--- config.mk ---
export PLATFORM = sky130hd
export DESIGN_NAME = scc_regs
export DESIGN_NICKNAME = d
export VERILOG_FILES = /design/src/pkg/scc_pkg.sv /design/src/pkg/scc_div_if.sv /design/src/rtl/scc_out_div.sv /design/src/rtl/scc_regs.sv
export VERILOG_INCLUDE_DIRS = /design/src /design/src/pkg
export SDC_FILE = /design/constraint.sdc
export NUM_CORES = 1
export LEC_CHECK = 0
export BUFFER_PORTS_ARGS = -buffer_cell sky130_fd_sc_hd__buf_2
export CAP_MARGIN = 30
export CORE_MARGIN = 2
export CORE_UTILIZATION = 50
export CTS_CLUSTER_DIAMETER = 120
export DETAILED_ROUTE_END_ITERATION = 16
export PLACE_DENSITY_LB_ADDON = 0.08
export SETUP_SLACK_MARGIN = 0.2
export SYNTH_ARGS = -nofsm -noshare
export SYNTH_HDL_FRONTEND = slang
export SYNTH_HIERARCHICAL = 1
export SYNTH_SLANG_ARGS = --single-unit
--- constraint.sdc ---
create_clock -name SYS_CLK -period 5.58 [get_ports SYS_CLK]
set_clock_uncertainty 0.2 [all_clocks]
set_input_delay 1.116 -clock SYS_CLK [delete_from_list [all_inputs] [get_ports SYS_CLK]]
set_output_delay 1.116 -clock SYS_CLK [all_outputs]
set_load 0.005 [all_outputs]
--- src/pkg/scc_defines.svh ---
// register offsets, field positions, reset values and counts for the clock config block
`ifndef SCC_DEFINES_SVH
`define SCC_DEFINES_SVH

`define SCC_AW            10
`define SCC_A_SERIAL_OPT  10'h004
`define SCC_A_UPDATE      10'h005
`define SCC_A_RESET_CTL   10'h013
`define SCC_A_NDIV        10'h020
`define SCC_A_RSVD_PLL    10'h021
`define SCC_A_PLL         10'h022
`define SCC_A_SDIV_LO     10'h104
`define SCC_A_SDIV_HI     10'h105
`define SCC_A_SDIV_CTL    10'h106
`define SCC_A_TUNING_WORD_BYTE        10'h1a6
`define SCC_FTW_BYTES     6

`define SCC_B_READ_BUF    0
`define SCC_B_UPDATE      0
`define SCC_B_SDIV_RST    1
`define SCC_B_PRE_RST     3
`define SCC_B_VCO_AUTO    7
`define SCC_B_REF_DBL     3
`define SCC_B_VCO_RANGE   2
`define SCC_B_PRESCALE    0
`define SCC_B_INVERT      7

`define SCC_NDIV_MASK     8'h1f
`define SCC_PLL_MASK      8'h8f
`define SCC_SDIV_CTL_MASK 8'h81
`define SCC_RESET_MASK    8'h0a
`define SCC_NDIV_OFFSET   6'h02

`define SCC_CP_250        2'h0
`define SCC_CP_375        2'h1
`define SCC_CP_OFF        2'h2
`define SCC_CP_125        2'h3
`define SCC_UA_250        9'h0fa
`define SCC_UA_375        9'h177
`define SCC_UA_125        9'h07d
`define SCC_UA_OFF        9'h000

`define SCC_CFG_RESET     8'h00
`define SCC_STRAP_WAIT    2'h3
`define SCC_STRAP_PAD     44'h0

`define SCC_SYN_W         7
`define SCC_SYN_DIV       0
`define SCC_SYN_CAL       1
`define SCC_SYN_UPD       2
`define SCC_SYN_STRAP     3

`endif

--- src/pkg/scc_pkg.sv ---
// state types for the clock config block
package scc_pkg;

  typedef struct packed {
    logic [7:0]  ndiv;
    logic [7:0]  pll;
    logic [7:0]  sdiv_lo;
    logic [7:0]  sdiv_hi;
    logic [7:0]  sdiv_ctl;
    logic [47:0] freq_tuning_word;
  } scc_cfg_s;

  typedef struct packed {
    scc_cfg_s    bufr;
    scc_cfg_s    act;
    logic        read_buf;
    logic [7:0]  reset_ctl;
    logic [6:0]  s1;
    logic [6:0]  s2;
    logic [6:0]  s3;
    logic [6:0]  filt;
    logic        upd_prev;
    logic [1:0]  strap_cnt;
    logic        strapped;
    logic [47:0] phase;
    logic [7:0]  rdata;
    logic [6:0]  fb_ratio;
    logic [8:0]  cp_ua;
  } scc_top_s;

  typedef struct packed {
    logic        prev_in;
    logic        pre_q;
    logic        prev_pre;
    logic [15:0] cnt;
    logic        out;
  } scc_div_s;

endpackage

--- src/pkg/scc_div_if.sv ---
// signals between the register block and the output divider
`timescale 1ns/1ps
interface scc_div_if;
  logic [15:0] ratio_m1;
  logic        prescale_en;
  logic        invert;
  logic        pre_rst;
  logic        div_rst;
  logic        in_level;
  logic        out_pulse;

  modport ctl (output ratio_m1, output prescale_en, output invert, output pre_rst, output div_rst,
               output in_level, input out_pulse);
  modport div (input ratio_m1, input prescale_en, input invert, input pre_rst, input div_rst,
               input in_level, output out_pulse);
endinterface

--- src/rtl/scc_out_div.sv ---
// output clock divider with optional divide-by-2 prescaler
`timescale 1ns/1ps
`include "scc_defines.svh"
module scc_out_div (
  // clock and reset
  input  wire logic SYS_CLK,
  input  wire logic RST_N,
  // control and divider data
  scc_div_if.div    dif
);
  scc_pkg::scc_div_s st;
  scc_pkg::scc_div_s next_st;
  logic              in_eff;
  logic              in_edge;
  logic              tick;

  always_comb begin
    next_st = st;
    in_eff = dif.invert ? ~dif.in_level : dif.in_level;
    in_edge = in_eff & ~st.prev_in;
    next_st.prev_in = in_eff;
    next_st.out = 1'b0;
    if (dif.pre_rst) begin
      next_st.pre_q = 1'b0;
    end else if (in_edge) begin
      next_st.pre_q = ~st.pre_q;
    end
    next_st.prev_pre = st.pre_q;
    tick = dif.prescale_en ? (st.pre_q & ~st.prev_pre) : in_edge;
    if (tick) begin
      if (dif.div_rst) begin
        next_st.cnt = 16'h0000;
      end else if (st.cnt >= dif.ratio_m1) begin
        next_st.cnt = 16'h0000;
        next_st.out = 1'b1;
      end else begin
        next_st.cnt = st.cnt + 16'h0001;
      end
    end
  end

  always_ff @(posedge SYS_CLK) begin
    if (!RST_N) begin
      st <= '0;
    end else begin
      st <= next_st;
    end
  end

  assign dif.out_pulse = st.out;
endmodule // scc_out_div

--- src/rtl/scc_regs.sv ---
// clock configuration registers, tuning word and phase accumulator
//
// How it works
// - feedback ratio is two times (value+2)
// - auto range sets range bit itself
// - bit 3 enables reference doubler
// - range bit: low or high VCO
// - charge pump code to current map
// - output divider divides by value+1
// - control bit 0 adds /2 prescaler
// - control bit 7 inverts divider input
// - tuning word sets output-to-clock ratio
// - new word keeps phase accumulator continuous
// - startup pins set word default
// - update bit transfers buffers to active
// - divider reset synchronous to prescaler
// - prescaler reset acts immediately
`timescale 1ns/1ps
`include "scc_defines.svh"
module scc_regs (
  // clock and reset
  input  wire logic                 SYS_CLK,
  input  wire logic                 RST_N,
  // register port
  input  wire logic [`SCC_AW-1:0]   REG_ADDR,
  input  wire logic [7:0]           REG_WDATA,
  input  wire logic                 REG_WR,
  input  wire logic                 REG_RD,
  output logic      [7:0]           REG_RDATA,
  // pins from outside
  input  wire logic                 IO_UPDATE,
  input  wire logic [3:0]           STARTUP_PIN,
  input  wire logic                 VCO_CAL_HIGH,
  input  wire logic                 DIV_IN,
  // pll controls
  output logic      [6:0]           FEEDBACK_RATIO,
  output logic                      REF_DOUBLER_EN,
  output logic                      VCO_RANGE_HIGH,
  output logic      [8:0]           CP_CURRENT_UA,
  // output divider
  output logic                      DIV_OUT,
  // synthesis
  output logic      [47:0]          FREQ_TUNING_WORD,
  output logic      [47:0]          PHASE_ACC
);
  scc_pkg::scc_top_s st;
  scc_pkg::scc_top_s next_st;
  scc_pkg::scc_cfg_s rd_cfg;
  logic [6:0]        raw_in;
  logic              upd_pulse;
  logic [5:0]        fb_half;

  scc_div_if dif ();

  assign raw_in = {STARTUP_PIN, IO_UPDATE, VCO_CAL_HIGH, DIV_IN};

  always_comb begin
    next_st = st;
    upd_pulse = 1'b0;
    fb_half = 6'h00;
    rd_cfg = st.read_buf ? st.bufr : st.act;

    // three-stage pin sampling; a change counts when stages two and three agree
    next_st.s1 = raw_in;
    next_st.s2 = st.s1;
    next_st.s3 = st.s2;
    for (int i = 0; i < `SCC_SYN_W; i++) begin
      if (st.s2[i] == st.s3[i]) begin
        next_st.filt[i] = st.s3[i];
      end
    end
    next_st.upd_prev = st.filt[`SCC_SYN_UPD];
    if (st.filt[`SCC_SYN_UPD] && !st.upd_prev) begin
      upd_pulse = 1'b1;
    end

    // ndiv, pll, divider and tuning word writes land in the buffer set
    if (REG_WR) begin
      case (REG_ADDR)
        `SCC_A_SERIAL_OPT: begin
          next_st.read_buf = REG_WDATA[`SCC_B_READ_BUF];
        end
        `SCC_A_UPDATE: begin
          if (REG_WDATA[`SCC_B_UPDATE]) begin
            upd_pulse = 1'b1;
          end
        end
        `SCC_A_RESET_CTL: begin
          next_st.reset_ctl = REG_WDATA & `SCC_RESET_MASK;
        end
        `SCC_A_NDIV: begin
          next_st.bufr.ndiv = REG_WDATA & `SCC_NDIV_MASK;
        end
        `SCC_A_PLL: begin
          next_st.bufr.pll = REG_WDATA & `SCC_PLL_MASK;
        end
        `SCC_A_SDIV_LO: begin
          next_st.bufr.sdiv_lo = REG_WDATA;
        end
        `SCC_A_SDIV_HI: begin
          next_st.bufr.sdiv_hi = REG_WDATA;
        end
        `SCC_A_SDIV_CTL: begin
          next_st.bufr.sdiv_ctl = REG_WDATA & `SCC_SDIV_CTL_MASK;
        end
        default: begin
          // six tuning word bytes, lsb first
          for (int i = 0; i < `SCC_FTW_BYTES; i++) begin
            if (REG_ADDR == `SCC_A_TUNING_WORD_BYTE + `SCC_AW'(i)) begin
              next_st.bufr.freq_tuning_word[i*8 +: 8] = REG_WDATA;
            end
          end
        end
      endcase
    end

    if (upd_pulse) begin
      next_st.act = next_st.bufr;
    end

    if (!st.strapped) begin
      if (st.strap_cnt == `SCC_STRAP_WAIT) begin
        next_st.strapped = 1'b1;
        // filter register lags a cycle; take the value it settles to now
        next_st.bufr.freq_tuning_word = {next_st.filt[`SCC_SYN_STRAP +: 4], `SCC_STRAP_PAD};
        next_st.act.freq_tuning_word = {next_st.filt[`SCC_SYN_STRAP +: 4], `SCC_STRAP_PAD};
      end else begin
        next_st.strap_cnt = st.strap_cnt + 2'h1;
      end
    end

    // calibrator drives range bit in auto mode
    if (next_st.act.pll[`SCC_B_VCO_AUTO]) begin
      next_st.act.pll[`SCC_B_VCO_RANGE] = st.filt[`SCC_SYN_CAL];
    end

    // fixed /2 then value plus two
    fb_half = {1'b0, st.act.ndiv[4:0]} + `SCC_NDIV_OFFSET;
    next_st.fb_ratio = {fb_half, 1'b0};

    case (st.act.pll[1:0])
      `SCC_CP_250: next_st.cp_ua = `SCC_UA_250;
      `SCC_CP_375: next_st.cp_ua = `SCC_UA_375;
      `SCC_CP_OFF: next_st.cp_ua = `SCC_UA_OFF;
      `SCC_CP_125: next_st.cp_ua = `SCC_UA_125;
      default:     next_st.cp_ua = `SCC_UA_OFF;
    endcase

    // accumulator never reloaded on word change
    next_st.phase = st.phase + st.act.freq_tuning_word;

    // readback; reserved and unmapped addresses read zero
    if (REG_RD) begin
      case (REG_ADDR)
        `SCC_A_SERIAL_OPT: next_st.rdata = {7'h00, st.read_buf};
        `SCC_A_RESET_CTL:  next_st.rdata = st.reset_ctl;
        `SCC_A_NDIV:       next_st.rdata = rd_cfg.ndiv;
        `SCC_A_PLL:        next_st.rdata = rd_cfg.pll;
        `SCC_A_SDIV_LO:    next_st.rdata = rd_cfg.sdiv_lo;
        `SCC_A_SDIV_HI:    next_st.rdata = rd_cfg.sdiv_hi;
        `SCC_A_SDIV_CTL:   next_st.rdata = rd_cfg.sdiv_ctl;
        default: begin
          next_st.rdata = 8'h00;
          for (int i = 0; i < `SCC_FTW_BYTES; i++) begin
            if (REG_ADDR == `SCC_A_TUNING_WORD_BYTE + `SCC_AW'(i)) begin
              next_st.rdata = rd_cfg.freq_tuning_word[i*8 +: 8];
            end
          end
        end
      endcase
    end
  end

  always_ff @(posedge SYS_CLK) begin
    if (!RST_N) begin
      st <= '0;
    end else begin
      st <= next_st;
    end
  end

  // divider follows active copy; the prescaler bit is not checked against ratio,
  // software owns that choice
  // lsb byte at lower address
  assign dif.ratio_m1 = {st.act.sdiv_hi, st.act.sdiv_lo};
  assign dif.prescale_en = st.act.sdiv_ctl[`SCC_B_PRESCALE];
  assign dif.invert = st.act.sdiv_ctl[`SCC_B_INVERT];
  assign dif.pre_rst = st.reset_ctl[`SCC_B_PRE_RST];
  assign dif.div_rst = st.reset_ctl[`SCC_B_SDIV_RST];
  assign dif.in_level = st.filt[`SCC_SYN_DIV];

  scc_out_div u_div (
    .SYS_CLK (SYS_CLK),
    .RST_N   (RST_N),
    .dif     (dif.div)
  );

  assign REG_RDATA = st.rdata;
  assign FEEDBACK_RATIO = st.fb_ratio;
  assign REF_DOUBLER_EN = st.act.pll[`SCC_B_REF_DBL];
  assign VCO_RANGE_HIGH = st.act.pll[`SCC_B_VCO_RANGE];
  assign CP_CURRENT_UA = st.cp_ua;
  assign DIV_OUT = dif.out_pulse;
  assign FREQ_TUNING_WORD = st.act.freq_tuning_word;
  assign PHASE_ACC = st.phase;
endmodule // scc_regs

[Word level (Yosys, flattened, before mapping)]
Index checks and enable logic that the tools add are counted.
Word-level totals
  output and inout bits: 123
  flip-flop bits (word level): 303
  input port bits: 29
Cells by class
  $lt $le $gt $ge: 1
  reductions and logical operators: 10
  multiplexer cells: 43
  add/subtract/negate cells: 4
  equality and inequality tests: 25
  bitwise operators: 10
Operator list (number)
  $mux W48: 5
  $mux W88: 2
  $mux W8: 17
  $eq A10 B9 Y1 const B: 9
  $mux W80: 1
  $pmux W8 S7: 1
  $add A48 B48 Y48: 1
  $pmux W9 S4: 1
  $mux W16: 2
  $eq A10 B3 Y1 const B: 2
  $eq A10 B6 Y1 const B: 2
  $add A16 B1 Y16 const B: 1
  $ge A16 B16 Y1: 1
  $mux W1: 14
  $eq A10 B5 Y1 const B: 1
  $not A1 Y1: 8
  $reduce_or A8 Y1: 1
  $eq A1 B1 Y1: 7
  $add A5 B2 Y6 const B: 1
  $eq A2 B2 Y1 const B: 3
  $reduce_and A2 Y1: 3
  $reduce_or A3 Y1: 1
  $add A2 B1 Y2 const B: 1
  $and A1 B1 Y1: 2
  6 further kinds: 6

[Logic depth before layout (Yosys ltp)]
Gate-level depths: netlist of run 1.
  word-level depth: 9
  gate-level depth with buffers: 10
  mapped depth without buffers: 10

[Cells and area by module]
Netlist of run 1, hierarchy kept.
By module, submodules not included
  scc_regs: times used 1, area each 14307.5 µm², cells each 1631, seq. area each 5585.4 µm²
  scc_out_div: times used 1, area each 1393.8 µm², cells each 153, seq. area each 400.4 µm²

[Worst setup path before layout of run 1]
Ideal clock, no wire load.
  path type: input -> register
  from: input port REG_ADDR[7]
  to: register st, in the netlist VCO_RANGE_HIGH
  buffers on the path: 2
  stages on the path: 9
  slack: 2.253 ns
  arrival time: 3.057 ns
  data required time: 5.310 ns
  cells stage by stage: or3_1 > nor4_2 > and3_1 > buf_2 > nand2_1 > clkbuf_1 > mux2i_1 > a211o_1 > a21oi_1
Between the ends
  word-level cells in the longest chain between the ends: 5
  elaborated cells on any way between the ends: 9
  classes of those cells: eq/ne (2); mux (6); reduce/logical (1)
RTL lines
  start, declared: RTL line scc_regs.sv:25  | input wire logic [`SCC_AW-1:0] REG_ADDR,
  $eq A10 B6 Y1 or $eq A10 B3 Y1 (tied branches): RTL line scc_regs.sv:79  | case (REG_ADDR)
  $mux W8 or $mux W1 (tied branches): RTL line scc_regs.sv:79
  $mux W88 or $mux W1 (tied branches): RTL line scc_regs.sv:78  | if (REG_WR) begin
  $mux W80: RTL line scc_regs.sv:117  | if (upd_pulse) begin
  $mux W1 or $reduce_bool A2 Y1 (tied branches)
  end signal, assigned: RTL line scc_regs.sv:178  | st <= next_st;
  end, declared: RTL line scc_regs.sv:46  | scc_pkg::scc_top_s st;
Parallel ways exist; a longest one is shown, timed or not. The select of a mux whose other input is x is not followed.
A chain may end at the register's enable or synchronous reset.

[Worst setup path after layout of run 1]
  from: register st, in the netlist FREQ_TUNING_WORD[0]
  to: register st, in the netlist PHASE_ACC[40]
Between the ends
  word-level cells in the longest chain between the ends: 1
RTL lines
  $add A48 B48 Y48: RTL line scc_regs.sv:150  | next_st.phase = st.phase + st.act.freq_tuning_word;
Every way passes these cells.

==> flow_summary_export.csv, run 1 <==
group,metric,value,unit
outcome,status,"complete, no violations",
critical_path,rr_worst_depth,10,
route,postRouteAntennaNets,0,
yosys,seq_area_frac_synth,0.381,
yosys,async_flop_share,0,
route,drc,0,
global_routing,grt_pass1_vias,11754,
floorplanning,core,30700,um^2
power,p_per_area,272,nW/um^2
final_layout,layout-drive-gt1-share,0.143,
yosys,synth_area_leaders,"dfxtp_1 (38%), mux2i_1 (9.7%), buf_4 (5.8%)",
floorplanning,die_y,181,um
timing,setup_violations,0,
timing,finalSetupTns,0,ps
final_layout,syn2layout_area_growth,7.48,%
timing,post-route-period-util,0.673,
clocking,cts_buffers,34,
floorplanning,die_x,181,um
critical_path,cp_cell_sequence,"ha_1 > fa_1 > a21o_1 > a221oi_4 > a21oi_1 > o2111ai_1 > nor4bb_1 > nor2_1 > a41oi_1 > mux2i_1",
critical_path,crit_path_end_kind,"flip-flop",
floorplanning,die-area,32800,um^2
timing,rsz0062_at_grt,"no",
power,p_leak,0.00721,uW
global_routing,gr-total-overflow,0,
route,via_count,12668,
clocking,clockBufferDepth,3,
power,vdd_drop_max,244,uV
yosys,syn_avg_cell_area,8.80,um^2
critical_path,cp_data_required_time,5810,ps
place,hpwlAfterDp,30.7,mm
critical_path,crit_type,"reg -> reg",
worst_hold_path,hold-path-endpoint,"next_st[83]$_SDFF_PN0_",
critical_path,startpoint_type,"flip-flop",
yosys,synth_xor_area_frac,0.0284,
worst_hold_path,min-delay-start,"next_st[90]$_SDFF_PN0_",
yosys,yosys_warnings,6,
yosys,synth_ff_type,"dfxtp_1",
route,drt_iter0_markers,873,
clocking,clock_sinks,299,
final_layout,finalNonFillerCells,2174,
place,portBuffers,150,
clocking,cts_hold_buf,0,
critical_path,cp_max_fo,4,
timing,final_max_slew_viol_count,0,
route,firstDrtPassIters,5,
timing,tightest_slew,901,ps
yosys,synthSimpleGateAreaFrac,0.164,
timing,slew_headroom,0.398,
yosys,yosysUniqueCellTypes,80,
global_routing,grt_use_total,0.256,
floorplanning,start_util,0.511,
yosys,synth_top_family_by_area,"compound AO/OA/AOI/OAI gates",
critical_path,r2r-end,"PHASE_ACC[40]$_SDFF_PN0_",
worst_hold_path,whs_path_depth,1,
clocking,h-tree-depth,2,
clocking,clkSlewWorstSetupHoldPaths,60,ps
critical_path,r2r-start,"FREQ_TUNING_WORD[0]$_SDFF_PN0_",
final_layout,nets,1856,
yosys,synth_area,15700,um^2
critical_path,cp.arrival,3980,ps
place,placed_area,15800,um^2
final_layout,design_area,16900,um^2
critical_path,slowest_stage,"nor4bb_1",
route,wire_per_inst,19.7,um
global_routing,grt_util_met3,0.0407,
yosys,synth-adder-area-share,0.0571,
final_layout,diodes,0,
worst_hold_path,hold_path_class,"reg -> reg",
clocking,post-cts-setup-buffers,0,
yosys,syn_nets,1884,
route,viasPerCell,5.83,
yosys,synth_top_cell_area_share,0.381,
floorplanning,ios,152,
global_routing,grt_max_degree,106,
yosys,synth_seq_cells,299,
critical_path,ff2ff_setup_slack,1820,ps
place,place_congestion,0.927,
global_routing,grtUsageMet1,0.354,
yosys,yosysTopAreaCell,"dfxtp_1",
global_routing,antenna_found_initial,1,
yosys,muxShareOfSynthArea,0.104,
timing,hold_violations,0,
clocking,clk_latency,510,ps
route,wirelength,42.7,mm
clocking,root_buffer,"clkbuf_16",
global_routing,grt_pass1_wl,66.6,mm
yosys,synth_compound_area_frac,0.171,
yosys,synthCells,1784,
global_routing,grt_most_used_layer,"met2",
floorplanning,rows,64,
run,max-cap-violations,0,
yosys,synthTopCellsByCount,"dfxtp_1 (299), nor2_1 (237), mux2i_1 (152)",
place,dp.cells,2115,
timing,finalCriticalPeriod,3760,ps
clocking,ctsResizeCount,0,
yosys,synth_edf_count,0,
clocking,cts_tree,"yes",
yosys,yosysMostFrequentCell,"dfxtp_1",
critical_path,cp_slowest_stage_delay,610,ps
global_routing,grtUsageMet2,0.417,
timing,max_freq,266,MHz
## per-stage QoR
step | setup slack [ps] | total power [uW] | utilization | hold WS (ps)
floorplan | 2250 | 2350 | - | 212
global placement | 1560 | 2400 | 0.512 | 215
detailed placement | 1470 | 2410 | 0.512 | 218
CTS | 1830 | 4620 | 0.548 | 227
global route | 1560 | 4730 | 0.549 | 251
finish | 1820 | 4580 | 0.549 | 225
## cell families (layout without fill, tap and decap cells)
| logic type | after synthesis | after routing |
|---|---|---|
| AOI/OAI and AO/OA | 395 | 395 |
| muxes | 162 | 162 |
| xor gates and xnor gates | 51 | 51 |
| other | 1 | 1 |
| buffers and inverters | 264 | 258 |
| DFF | 299 | 299 |
| and+or+nand+nor | 541 | 541 |
| adders and majority gates | 71 | 71 |
## worst max-delay path by stage
| stage | start | end | slack [ps] |
|---|---|---|---|
| after floorplan | REG_ADDR[7] | VCO_RANGE_HIGH$_SDFFE_PN0P_ | 2250 |
| after global routing | FREQ_TUNING_WORD[0]$_SDFF_PN0_ | PHASE_ACC[40]$_SDFF_PN0_ | 1560 |
| final | FREQ_TUNING_WORD[0]$_SDFF_PN0_ | PHASE_ACC[40]$_SDFF_PN0_ | 1820 |
| after detailed placement | REG_ADDR[7] | FREQ_TUNING_WORD[25]$_SDFF_PN0_ | 1470 |
| after global placement | REG_ADDR[7] | FREQ_TUNING_WORD[36]$_SDFF_PN0_ | 1560 |
| after CTS | FREQ_TUNING_WORD[0]$_SDFF_PN0_ | PHASE_ACC[40]$_SDFF_PN0_ | 1830 |
## placed cells by master, fill, tap and decap left out, types with 8 or more instances in the layout
cell / n
nand4_1: 21
a211oi_1: 76
ha_1: 70
clkbuf_16: 35
nor2b_1: 8
mux2i_1: 152
a21oi_2: 11
nand2_1: 105
o22ai_1: 20
inv_1: 41
and3_1: 25
xnor2_1: 21
a21oi_1: 90
buf_2: 150
mux2_2: 10
clkbuf_1: 12
o21ai_0: 65
a21o_1: 38
nand2b_1: 17
and2_1: 41
a221oi_1: 8
a22oi_1: 9
nor3_1: 9
a2111oi_0: 8
xor2_1: 30
a31oi_1: 18
nand3_1: 43
dfxtp_1: 298
nor2_1: 237
## critical path, delay by kind of cell (launching register included)
family          cells  cell delay (ps)
compound gates      5             1480
simple gates        2              780
fa+ha+maj           2              660
flops               1              350
mux                 1              220
## area by class of cell
type,instances,area [um^2]
Tap cell,396,495
Inverter,42,159
Sequential cell,299,5990
Multi-Input combinational cell,1221,8250
Fill cell,2919,13900
Clock inverter,7,114
Clock buffer,51,976
Timing Repair Buffer,158,888
## layer usage
layer / vias to the layer above / routed length [um]
met2: 386 / 19300
met5: - / 16
met1: 6066 / 19700
met4: 2 / 953
met3: 61 / 2740
li1: 6153 / -
## sequential cells by signal, indices dropped and copies added, names as in the netlist
signal / cells
FEEDBACK_RATIO: 6
FREQ_TUNING_WORD: 48
u_div/next_st: 1
REF_DOUBLER_EN: 1
next_st: 15
dif.div_rst: 1
VCO_RANGE_HIGH: 1
u_div/dif.out_pulse: 1
dif.invert: 1
PHASE_ACC: 48
dif.pre_rst: 1
dif.in_level: 1
st: 125
dif.prescale_en: 1
CP_CURRENT_UA: 6
REG_RDATA: 8
u_div/st: 18
dif.ratio_m1: 16
## power breakdown
part	internal, uW	leakage (uW)	switching, uW
clock network	1340	0.000533	867
registers	2160	0.00242	16.1
logic	62.1	0.00426	134
total	3570	0.00721	1020
No activity file was read; power rests on OpenSTA's default activity.
==> run 2, diff against run 1 <==
==> constraint.sdc (replaced) <==
create_clock -name SYS_CLK -period 3.2 [get_ports SYS_CLK]
set_clock_uncertainty 0.2 [all_clocks]
set_input_delay 0.64 -clock SYS_CLK [delete_from_list [all_inputs] [get_ports SYS_CLK]]
set_output_delay 0.64 -clock SYS_CLK [all_outputs]
set_load 0.005 [all_outputs]
==> run 2 against run 1 <==
  * Sequential power rose by 74%
  * Via count increased by 3.0%
  * Maximum frequency rose by 21%
  * Utilization increased by 3.6 points
  * Die area is the same
  * Routed wire length grew 4.4%
  * Sequential cell count is the same
  * Total power increased by 84%
  * Critical path depth rose by 2
  * Clock-buffer cell count fell by 4
  * Non-clock buffer count grew 100
  * First-iteration DRC count increased by 0.92%
==> flow_summary_export.csv, run 2 (synthesis gave the netlist of run 1 again) <==
group,metric,value,unit
critical_path,rr_worst_depth,12,
timing,finalCriticalPeriod,3100,ps
timing,post-route-period-util,0.967,
route,drt_iter0_markers,881,
floorplanning,die_y,181,um
timing,slew_headroom,0.414,
clocking,clockBufferDepth,3,
clocking,cts_tree,"yes",
power,p_leak,0.00778,uW
critical_path,ff2ff_setup_slack,100,ps
clocking,h-tree-depth,2,
final_layout,largest_register,"st",
route,via_count,13054,
critical_path,cp_max_fo,3,
global_routing,grt_use_total,0.269,
timing,final_max_slew_viol_count,0,
worst_hold_path,min-delay-start,"STARTUP_PIN[1]",
global_routing,antenna_found_initial,1,
critical_path,cp.arrival,3270,ps
final_layout,layout_commonest_cell,"dfxtp_1",
critical_path,cp_data_required_time,3380,ps
power,p_per_area,467,nW/um^2
power,vdd_drop_max,410,uV
run,max-cap-violations,0,
critical_path,r2r-end,"PHASE_ACC[26]$_SDFF_PN0_",
place,hpwlAfterDp,32.7,mm
worst_hold_path,whs_path_depth,2,
route,wirelength,44.6,mm
final_layout,largest_register_ffs,125,
timing,hold_violations,0,
clocking,root_buffer,"clkbuf_16",
clocking,clk_latency,520,ps
timing,max_freq,323,MHz
floorplanning,die_x,181,um
final_layout,finalNonFillerCells,2279,
worst_hold_path,hold_path_class,"in -> reg",
critical_path,crit_path_end_kind,"flip-flop",
floorplanning,rows,64,
route,firstDrtPassIters,8,
critical_path,cp_slowest_stage_delay,420,ps
critical_path,cp_cell_sequence,"ha_4 > fa_2 > a21o_1 > a221oi_4 > a21oi_2 > a2111oi_4 > o21ai_2 > buf_4 > buf_6 > a41oi_2 > xor2_1 > nor2_1",
clocking,clock_sinks,299,
floorplanning,die-area,32800,um^2
route,drc,0,
global_routing,grt_pass1_vias,12458,
worst_hold_path,hold-path-endpoint,"next_st[94]$_SDFF_PN0_",
floorplanning,ios,152,
critical_path,startpoint_type,"flip-flop",
timing,rsz0062_at_grt,"yes",
outcome,status,"complete, no violations",
place,dp.cells,2209,
critical_path,slowest_stage,"a2111oi_4",
timing,tightest_slew,858,ps
route,wire_per_inst,19.6,um
floorplanning,start_util,0.511,
clocking,cts_hold_buf,0,
timing,whs,127,ps
clocking,clkSlewWorstSetupHoldPaths,50,ps
global_routing,grt_max_degree,86,
global_routing,gr-total-overflow,0,
route,viasPerCell,5.73,
global_routing,grt_pass1_wl,70.3,mm
final_layout,n_fill_cell,2788,
critical_path,crit_type,"reg -> reg",
clocking,cts_buffers,35,
route,postRouteAntennaNets,0,
final_layout,final_util,0.585,
critical_path,r2r-start,"FREQ_TUNING_WORD[0]$_SDFF_PN0_",
floorplanning,core,30700,um^2
final_layout,syn2layout_area_growth,14.6,%
place,place_congestion,0.933,
timing,setup_violations,0,
final_layout,most-common-layout-cells,"dfxtp_1 (296), nor2_1 (235), mux2i_1 (152)",
place,portBuffers,150,
final_layout,layout-drive-gt1-share,0.214,
final_layout,nets,1957,
[run 2: changes by cell type in the layout (fill, tap and decap cells not counted), moves of 4 or more]
cell        change
a21oi_2         +4
clkbuf_1        -6
clkinvlp_4      +4
o21ai_2         +4
buf_4          +97
ha_1            -5
a21oi_1         -6
o21ai_0         -5
[run 2: stage by stage]
stage	power (uW)	setup TNS (ps)	setup WS, ps	cell area (um^2)
2_1_floorplan	4110	0	240	15700
3_3_place_gp	4210	0	9.23	16500
3_5_place_dp	4220	-47.7	-47.7	16500
4_1_cts	8470	0	69.5	17800
5_1_grt	8650	0	24.6	18000
6_report	8410	0	105	18000
[run 2: repair_timing]
item	in CTS	in global routing
setup endpoints to repair	13	20
gates resized for setup	11	43
buffers inserted	3	4
pin swaps	14	19
cloned	0	0
[run 2: where the power goes]
group          leakage [uW]  internal (uW)  switching [uW]
clock              0.000595           2670            1600
combinational       0.00477            113             235
sequential          0.00242           3760            26.6
total               0.00778           6550            1860
[run 2: worst max-delay path, delay by kind of cell, from the launching register on]
kind                     cells  cell delay [ps]
flip-flops                   1              330
buffers and inverters        2              280
adder cells (fa/ha/maj)      2              500
XOR/XNOR                     1              190
AND/OR/NAND/NOR              1               60
AO/OA/AOI/OAI                6             1400
[run 2: how the worst max path moves through the flow]
stage                                   startpoint                        to  depth (start not counted)
detailed placement  FREQ_TUNING_WORD[0]$_SDFF_PN0_  PHASE_ACC[40]$_SDFF_PN0_                         12
CTS                        PHASE_ACC[0]$_SDFF_PN0_  PHASE_ACC[46]$_SDFF_PN0_                         10
floorplan           FREQ_TUNING_WORD[0]$_SDFF_PN0_  PHASE_ACC[38]$_SDFF_PN0_                         10
global route               PHASE_ACC[0]$_SDFF_PN0_  PHASE_ACC[26]$_SDFF_PN0_                         12
finish              FREQ_TUNING_WORD[0]$_SDFF_PN0_  PHASE_ACC[26]$_SDFF_PN0_                         12
global placement    FREQ_TUNING_WORD[0]$_SDFF_PN0_  PHASE_ACC[40]$_SDFF_PN0_                         12
[run 2: final cells by class]
type                            instances  area [um^2]  area share
Antenna cell                            1         2.50    0.000139
Clock buffer                           47          992      0.0551
Clock inverter                         15          250      0.0139
Inverter                               42          159     0.00883
Multi-Input combinational cell       1221         8470       0.471
Sequential cell                       299         5990       0.333
Tap cell                              396          495      0.0275
Timing Repair Buffer                  258         1640      0.0909
[run 2: metal layers]
layer / global-route usage / part of all wire / vias to the layer above
li1: - / - / 6359
met1: 0.374 / 0.47 / 6230
met2: 0.433 / 0.45 / 400
met3: 0.0395 / 0.057 / 65
met4: 0.0787 / 0.026 / 0
met5: 0 / 0 / -
